$ cat src/core/key_port_map.vh
`ifndef KEY_PORT_MAP_VH
`define KEY_PORT_MAP_VH
// ----------------------------------------
// Widths and reset values
// ----------------------------------------
`define KEY_SCAN_WIDTH 8
`define KEY_SCAN_RST_DATA 8'hFF
`define KEY_SCAN_RST_DIR 1'h1
`define SENSE_A_RST_IN_EN 1'h0
`define SENSE_B_RST_LED 1'h1
`define SENSE_PULL_RST 1'h0
// ----------------------------------------
// Carrier select codes
// ----------------------------------------
`define CAR_SEL_W 3
`define CAR_FX 3'h0
`define CAR_FX8 3'h1
`define CAR_FX12 3'h2
`define CAR_HIGH 3'h3
`define CAR_FX2 3'h4
`define CAR_FX16 3'h5
`define CAR_FX24 3'h6
`define CAR_DIV_W 5
// ----------------------------------------
// Carrier half periods in clock cycles
// ----------------------------------------
`define CAR_HALF_FX2 5'h01
`define CAR_HALF_FX8 5'h04
`define CAR_HALF_FX12 5'h06
`define CAR_HALF_FX16 5'h08
`define CAR_HALF_FX24 5'h0C
`define CAR_HALF_NONE 5'h00
`endif

$ cat src/core/key_matrix_port_pins.v
`timescale 1ns/1ps
`default_nettype none
`include "key_port_map.vh"
module key_matrix_port_pins #(
    parameter WIDTH = `KEY_SCAN_WIDTH
) (
    input wire CLOCK,
    input wire ARST_N,
    input wire [WIDTH-1:0] KEY_SCAN_DATA,
    input wire KEY_SCAN_OUT_MODE,
    input wire SENSE_A_IN_EN,
    input wire SENSE_B_LED_MODE,
    input wire SENSE_PULL_EN,
    input wire CARRIER_EN,
    input wire [`CAR_SEL_W-1:0] CARRIER_SEL,
    input wire [WIDTH-1:0] KEY_SCAN_LINES_IN,
    output wire [WIDTH-1:0] KEY_SCAN_LINES_OUT,
    output wire [WIDTH-1:0] KEY_SCAN_LINES_OE,
    output wire [WIDTH-1:0] KEY_SCAN_LINES_PD,
    input wire SENSE_A_IN,
    output wire SENSE_A_PD,
    input wire SENSE_B_INDICATOR_IN,
    output wire SENSE_B_INDICATOR_OUT,
    output wire SENSE_B_INDICATOR_OE,
    output wire SENSE_B_PD,
    output reg IR_TRANSMIT_OUT,
    output reg [WIDTH-1:0] KEY_SCAN_READ,
    output reg SENSE_A_READ,
    output reg SENSE_B_READ
);
// ----------------------------------------
// Port settings
// ----------------------------------------
reg [WIDTH-1:0] scan_data_ff;
reg scan_out_ff;
reg sense_a_in_ff;
reg sense_b_led_ff;
reg sense_pull_ff;
always @(posedge CLOCK or negedge ARST_N) begin
    if (!ARST_N) begin
        scan_data_ff <= {WIDTH{1'b1}};
        scan_out_ff <= `KEY_SCAN_RST_DIR;
        sense_a_in_ff <= `SENSE_A_RST_IN_EN;
        sense_b_led_ff <= `SENSE_B_RST_LED;
        sense_pull_ff <= `SENSE_PULL_RST;
    end else begin
        scan_data_ff <= KEY_SCAN_DATA;
        scan_out_ff <= KEY_SCAN_OUT_MODE;
        sense_a_in_ff <= SENSE_A_IN_EN;
        sense_b_led_ff <= SENSE_B_LED_MODE;
        sense_pull_ff <= SENSE_PULL_EN;
    end
end
// ----------------------------------------
// Key scan lines
// ----------------------------------------
assign KEY_SCAN_LINES_OUT = scan_data_ff;
assign KEY_SCAN_LINES_OE = {WIDTH{scan_out_ff}};
assign KEY_SCAN_LINES_PD = {WIDTH{~scan_out_ff}};
// ----------------------------------------
// Sense pins
// ----------------------------------------
reg sense_a_pd_ff;
reg sense_b_pd_ff;
always @(posedge CLOCK or negedge ARST_N) begin
    if (!ARST_N) begin
        sense_a_pd_ff <= `SENSE_PULL_RST;
        sense_b_pd_ff <= `SENSE_PULL_RST;
    end else begin
        sense_a_pd_ff <= SENSE_A_IN_EN & SENSE_PULL_EN;
        sense_b_pd_ff <= ~SENSE_B_LED_MODE & SENSE_PULL_EN;
    end
end
assign SENSE_A_PD = sense_a_pd_ff;
assign SENSE_B_PD = sense_b_pd_ff;
assign SENSE_B_INDICATOR_OE = sense_b_led_ff;
// ----------------------------------------
// Pin read gating
// ----------------------------------------
function pin_read;
    input in_mode;
    input level;
    begin
        pin_read = in_mode & level;
    end
endfunction
// ----------------------------------------
// Key scan synchronisers
// ----------------------------------------
wire [WIDTH-1:0] scan_sync;
genvar g;
generate
    for (g = 0; g < WIDTH; g = g + 1) begin : g_scan_sync
        reg s1_ff;
        reg s2_ff;
        always @(posedge CLOCK or negedge ARST_N) begin
            if (!ARST_N) begin
                s1_ff <= 1'b0;
                s2_ff <= 1'b0;
            end else begin
                s1_ff <= KEY_SCAN_LINES_IN[g];
                s2_ff <= s1_ff;
            end
        end
        assign scan_sync[g] = s2_ff;
    end
endgenerate
// ----------------------------------------
// Sense synchronisers and read data
// ----------------------------------------
reg sa_s1_ff;
reg sa_s2_ff;
reg sb_s1_ff;
reg sb_s2_ff;
always @(posedge CLOCK or negedge ARST_N) begin
    if (!ARST_N) begin
        sa_s1_ff <= 1'h0;
        sa_s2_ff <= 1'h0;
        sb_s1_ff <= 1'h0;
        sb_s2_ff <= 1'h0;
        KEY_SCAN_READ <= {WIDTH{1'b0}};
        SENSE_A_READ <= 1'h0;
        SENSE_B_READ <= 1'h0;
    end else begin
        sa_s1_ff <= SENSE_A_IN;
        sa_s2_ff <= sa_s1_ff;
        sb_s1_ff <= SENSE_B_INDICATOR_IN;
        sb_s2_ff <= sb_s1_ff;
        KEY_SCAN_READ <= scan_out_ff ? {WIDTH{1'b0}} : scan_sync;
        SENSE_A_READ <= pin_read(sense_a_in_ff, sa_s2_ff);
        SENSE_B_READ <= pin_read(~sense_b_led_ff, sb_s2_ff);
    end
end
// ----------------------------------------
// Carrier generation
// ----------------------------------------
function [`CAR_DIV_W-1:0] half_period;
    input [`CAR_SEL_W-1:0] sel;
    begin
        case (sel)
            `CAR_FX2: half_period = `CAR_HALF_FX2;
            `CAR_FX8: half_period = `CAR_HALF_FX8;
            `CAR_FX12: half_period = `CAR_HALF_FX12;
            `CAR_FX16: half_period = `CAR_HALF_FX16;
            `CAR_FX24: half_period = `CAR_HALF_FX24;
            default: half_period = `CAR_HALF_NONE;
        endcase
    end
endfunction
reg [`CAR_DIV_W-1:0] div_cnt_ff;
reg car_ph_ff;
wire [`CAR_DIV_W-1:0] div_half;
assign div_half = half_period(CARRIER_SEL);
always @(posedge CLOCK or negedge ARST_N) begin
    if (!ARST_N) begin
        div_cnt_ff <= 5'h00;
        car_ph_ff <= 1'h0;
    end else if (!CARRIER_EN) begin
        div_cnt_ff <= 5'h00;
        car_ph_ff <= 1'h0;
    end else if (div_cnt_ff + 5'h01 >= div_half) begin
        div_cnt_ff <= 5'h00;
        car_ph_ff <= ~car_ph_ff;
    end else begin
        div_cnt_ff <= div_cnt_ff + 5'h01;
    end
end
// ----------------------------------------
// Clock-rate carrier phase
// ----------------------------------------
reg fx_ph_ff;
always @(posedge CLOCK or negedge ARST_N) begin
    if (!ARST_N) begin
        fx_ph_ff <= 1'h0;
    end else begin
        fx_ph_ff <= ~fx_ph_ff;
    end
end
// ----------------------------------------
// Carrier select
// ----------------------------------------
reg nxt_ir;
always @* begin
    nxt_ir = 1'b0;
    if (CARRIER_EN) begin
        case (CARRIER_SEL)
            `CAR_HIGH: nxt_ir = 1'b1;
            `CAR_FX: nxt_ir = ~fx_ph_ff;
            default: nxt_ir = ~car_ph_ff;
        endcase
    end
end
// ----------------------------------------
// Output registers
// ----------------------------------------
reg led_out_ff;
always @(posedge CLOCK or negedge ARST_N) begin
    if (!ARST_N) begin
        IR_TRANSMIT_OUT <= 1'h0;
        led_out_ff <= `SENSE_B_RST_LED;
    end else begin
        IR_TRANSMIT_OUT <= nxt_ir;
        led_out_ff <= ~nxt_ir;
    end
end
assign SENSE_B_INDICATOR_OUT = led_out_ff;
endmodule // key_matrix_port_pins
`default_nettype wire

$ cat config.mk
export PLATFORM = sky130hd
export DESIGN_NAME = key_matrix_port_pins
export DESIGN_NICKNAME = d
export VERILOG_FILES = /design/src/core/key_matrix_port_pins.v
export VERILOG_INCLUDE_DIRS = /design/src /design/src/core
export SDC_FILE = /design/constraint.sdc
export NUM_CORES = 1
export LEC_CHECK = 0
export BUFFER_PORTS_ARGS = -buffer_cell sky130_fd_sc_hd__buf_2
export CAP_MARGIN = 20
export CORE_MARGIN = 2
export CORE_UTILIZATION = 52
export DETAILED_ROUTE_END_ITERATION = 6
export PLACE_DENSITY = 0.83
export SYNTH_ARGS = -nofsm -noshare
export SYNTH_HDL_FRONTEND = slang
export SYNTH_SLANG_ARGS = --single-unit
$ cat constraint.sdc
create_clock -name CLOCK -period 5.11 [get_ports CLOCK]
set_input_delay 0.2555 -clock CLOCK [delete_from_list [all_inputs] [get_ports CLOCK]]
set_output_delay 0.2555 -clock CLOCK [all_outputs]
set_load 0.01 [all_outputs]
; ---- Word-level counts from Yosys, hierarchy flattened
; Index checks and enable logic that the tools add are counted.
; Widths: inputs -> output; s select.
[totals]
inputBits = 28
ff_bits = 52
elab_cells = 62
out_inout_bits = 39
[classes]
add_sub_neg = 1
muxes = 8
eq_ne = 7
bitwise = 10
magnitude_cmp = 1
reduce_logical = 1
[op_table]
columns = operator, count
row1 = $pmux 4 s5, 1
row2 = $mux 5, 2
row3 = $eq 3x3->1 const B, 3
row4 = $mux 8, 1
row5 = $eq 3x2->1 const B, 2
row6 = $not 1->1, 6
row7 = $add 5x1->5 const B, 1
row8 = $ge 5x5->1, 1
row9 = $and 1x1->1, 4
row10 = $eq 3x1->1 const B, 1
row11 = $logic_not 3->1, 1
row12 = $mux 1, 3
row13 = $ne 2x1->1 const B, 1
row14 = $pmux 1 s2, 1

; ---- Longest topological paths before layout
[depth]
depth_word = 5
depth_mapped = 9
mapped_depth_nobuf = 9

; ---- Worst setup path before layout
; OpenSTA, ideal clock, no wires.
[synth_path]
path_kind = input to register
from = input port CARRIER_SEL[0]
to = register div_cnt_ff[2]
setup_slack_ns = 3.120
path_stages = 9
arrival_time_ns = 1.921
n_path_buf = 0
path_cell_list = inv_1 > ha_1 > and2_1 > o21ai_0 > a21boi_0 > ha_1 > o21a_1 > a2111o_1 > nor2b_2
[synth_between]
elab_chain_len = 5
[synth_lines]
columns = item, line_no
row1 = start: declaration, key_matrix_port_pins.v:15  ; input wire [`CAR_SEL_W-1:0] CARRIER_SEL,
row2 = "$eq 3x3->1, or another cell as far along", key_matrix_port_pins.v:140  ; case (sel)
row3 = $pmux 4 s5 *, key_matrix_port_pins.v:140
row4 = $ge 5x5->1 *, key_matrix_port_pins.v:161  ; end else if (div_cnt_ff + 5'h01 >= div_half) begin
row5 = $mux 5 *, key_matrix_port_pins.v:161
row6 = $mux 5 *, key_matrix_port_pins.v:158  ; end else if (!CARRIER_EN) begin
row7 = end signal: assignment, key_matrix_port_pins.v:165  ; div_cnt_ff <= div_cnt_ff + 5'h01;
row8 = end: declaration, key_matrix_port_pins.v:150  ; reg [`CAR_DIV_W-1:0] div_cnt_ff;
; Every way passes the cells marked *; elsewhere a longest branch is shown, timed or not.
; A chain may end at the register's enable or synchronous reset.

; ---- Worst setup path in the final report
[layout_path]
from = register div_cnt_ff[0]
to = register div_cnt_ff[3]
[layout_between]
elab_chain_len = 4
[layout_lines]
columns = item, line_no
row1 = $add 5x1->5 *, "key_matrix_port_pins.v:161, key_matrix_port_pins.v:165"
row2 = $ge 5x5->1, key_matrix_port_pins.v:161
row3 = $mux 5 *, key_matrix_port_pins.v:161
row4 = $mux 5 *, key_matrix_port_pins.v:158
; Marks and branches as above.

==> flow_summary_export.csv <==
group,metric,value,unit
sta,period_share,38.99,%
power,power.internal,0.0005846,W
power,switching_share,22.11,%
critical_path,arrival,2290,ps
global_routing,track_usage,17.44,%
clock_network,cts_setup_buffers,0,
finish,drive_gt1_share,42.93,%
finish,fin_nets,241,
hold_path,whs_path_depth,2,
clock_network,cts_made_buffers,5,
synthesis,syn_inst,123,
detailed_routing,wl_per_cell,12.20,um
power,irDropWorstVdd,0.1836,mV
clock_network,cts_buffer_depth,2,
detailed_routing,wirelength,3063,um
placed_design,place_inst,220,
critical_path,worstPathRequired,5410,ps
finish,multi_input_area,379.1,um^2
global_routing,first_global_vias,1172,
placed_design,dpl_worst_slack,2813,ps
clock_network,worstSkewPairLatency,350,ps
detailed_routing,ant_nets,0,
global_routing,grt_max_degree,53,
clock_network,clock_sinks,52,
sta,setup_viol,0,
power,seqPwrFrac,59.2,%
synthesis,synth-seq-cells,52,
finish,fillers,242,
detailed_routing,vias_per_cell,4.510,
sta,rsz0062_at_grt,"no",
floorplan,pin_count,67,
sta,finalMaxSlewViolations,0,
floorplan,die_h,63.37,um
detailed_routing,first_iter_violations,28,
synthesis,synthDistinctLibCells,25,
synthesis,synth.area.top_cells,"dfrtp_1 56%, dfstp_2 16%, buf_4 6.1%",
clock_network,clk_pin_slew,130,ps
sta,timing.fmax,501.9,MHz
placed_design,io_buffers,66,
finish,area.growth.synth_to_final,32.49,%
sta,fin_skew,6.510,ps
critical_path,cp_cell_sequence,"ha_1, xor2_1, ha_1, o21a_1, a2111o_1, nor2b_2",
critical_path,cp_common_cell,"ha_1",
critical_path,path_max_fanout,4,
hold_path,hold_path_class,"in2reg",
floorplan,die_w,63.37,um
detailed_routing,vias,1132,
synthesis,yosys.area.top_type,"dfrtp_1",
synthesis,synth.top_cell.area_share,55.97,%
critical_path,endpoint_kind,"register",
synthesis,post-synth-top-count-cell,"dfrtp_1",
finish,diodes,0,
critical_path,reg2reg_from,"div_cnt_ff[0]$_DFF_PN0_",
critical_path,critPathMaxStageDelay,480,ps
floorplan,core_area,3363,um^2
power,combPwrFrac,11.2,%
global_routing,overflow,0,
synthesis,synth_area,1833,um^2
critical_path,crit_path_start,"div_cnt_ff[0]$_DFF_PN0_",
placed_design,place_hpwl,2032,um
run,cap_violations,0,
finish,area.sequential,1315,um^2
placed_design,gp_congestion,0.7110,
detailed_routing,drt_drc_violations_left,0,
power,clkPwrFrac,29.7,%
synthesis,avgSynthCellArea,14.90,um^2
sta,hold_violations,0,
clock_network,ctsResizeCount,0,
critical_path,cp-start-kind,"register",
synthesis,synth_edf_count,0,
floorplan,num_rows,21,
synthesis,synthTopCellsByCount,"41 x dfrtp_1, 15 x buf_4, 11 x dfstp_2, 11 x nor2b_1, 9 x ha_1",
power,p_sw,0.0001660,W
critical_path,crit_slowest_cell,"a2111o_1",
synthesis,synthArstFlopShare,100.0,%
synthesis,yosysSeqAreaShare,71.74,%
sta,fin_tns_setup,0,ps
clock_network,htree_levels,2,
floorplan,initial_utilization,54.50,%
critical_path,critPathKind,"reg2reg",
sta,layout_min_cycle_time,1993,ps
synthesis,ys_warn_count,0,
finish,finalNonFillerCells,251,
hold_path,min-delay-start,"SENSE_PULL_EN",
floorplan,dieArea,4016,um^2
global_routing,antenna_found_initial,0,
power,p_total,0.0007506,W
clock_network,cts-root-buf,"clkbuf_4",
critical_path,worstRegToRegCells,6,
power,p_leak,1.242,nW
status,status,"finished, final reports clean",
detailed_routing,drtPass1Iterations,4,
sta,worst_slack,3117,ps
global_routing,grt_pass1_wl,5202,um
power,p_per_area,309.1,nW/um^2
clock_network,cts_tree,"done",
synthesis,syn_nets,160,
synthesis,synth-main-ff-cell,"dfrtp_1",
[layout by cell type, fill, tap and decap left out, drive strengths merged, types with 2 or more instances in the layout]
| cell type | synthesis | final |
|---|---|---|
| dfstp | 11 | 11 |
| dlygate4sd3 | 0 | 22 |
| nand2 | 5 | 5 |
| and2 | 3 | 3 |
| nand3 | 2 | 2 |
| buf | 15 | 67 |
| o21ai | 2 | 2 |
| nor2b | 13 | 13 |
| dfrtp | 41 | 41 |
| clkbuf | 0 | 6 |
| xnor2 | 2 | 2 |
| inv | 7 | 8 |
| ha | 9 | 9 |
[cell families (layout without fill, tap and decap cells)]
| group | Yosys count | after routing | share of synthesized area (%) |
|---|---|---|---|
| buf+inv | 22 | 104 | 7.577 |
| fa+ha+maj | 9 | 9 | 6.143 |
| other cells | 1 | 1 | 0.2046 |
| flops | 52 | 52 | 71.74 |
| compound gates | 9 | 9 | 3.755 |
| xor+xnor | 3 | 3 | 1.434 |
| mux | 1 | 1 | 0.5461 |
| simple gates | 26 | 26 | 8.601 |
[final cells by class]
cell class,instances,share of cell area [%]
clock buffer,6,1.700
clock inverter,2,1.597
inverter,7,1.082
multi-input combinational,49,15.61
sequential,52,54.15
tap,46,2.370
timing repair buffer,89,23.49
[critical path, delay by kind of cell, from the launching register on]
kind | cells | cell delay, ps
XOR/XNOR | 1 | 160
adder cells (fa/ha/maj) | 2 | 520
flip-flops | 1 | 440
AND/OR/NAND/NOR | 1 | 130
AO/OA/AOI/OAI | 2 | 680
[stage by stage]
step,util (%),instance area (um^2),hold slack [ps]
floorplan,-,1833,-40.09
global route,72.21,2429,89.61
finish,72.21,2429,107.1
detailed placement,62.69,2108,336.4
CTS,71.32,2399,84.53
global placement,62.69,2108,333.2
[power by group through the flow]
stage | Sequential (W) | Clock, W | Combinational (W)
finish | 0.000444 | 0.000223 | 0.0000838
global placement | 0.000451 | 0 | 0.0000664
global route | 0.000447 | 0.000250 | 0.0000927
floorplan | 0.000457 | 0 | 0.0000320
CTS | 0.000444 | 0.000231 | 0.0000820
detailed placement | 0.000452 | 0 | 0.0000694
[layer usage]
metal / track usage (%) / routed length (um) / vias up
li1: - / - / 534
met4: 8.696 / 87 / 0
met3: 5.536 / 225 / 10
met5: 0 / 0 / -
met2: 31.97 / 1703 / 54
met1: 17.55 / 1047 / 534
[worst paths after layout]
kind / end / slack, ps
min in group asynchronous: g_scan_sync[3].s1_ff$_DFF_PN0_ / 300
max in group asynchronous: scan_out_ff$_DFF_PN1_ / 4260
worst max-delay path: div_cnt_ff[3]$_DFF_PN0_ / 3120
worst min-delay path: SENSE_A_PD$_DFF_PN0_ / 110
worst max register to register: div_cnt_ff[3]$_DFF_PN0_ / 3120
worst min register to register: g_scan_sync[6].s2_ff$_DFF_PN0_ / 370
[state kept, by name, summed over array words and instances, names as in the netlist, 5 cells and up]
register and count:
g_scan_sync.s2_ff 8, g_scan_sync.s1_ff 8, KEY_SCAN_READ 8, KEY_SCAN_LINES_OUT 8, div_cnt_ff 5
[timing repair]
action | in CTS | in global routing
hold buffers | 21 | 1
setup endpoints to repair | 0 | 0
endpoints found under the hold margin | 21 | 12
Note: power is estimated with default switching activity, not from simulation.
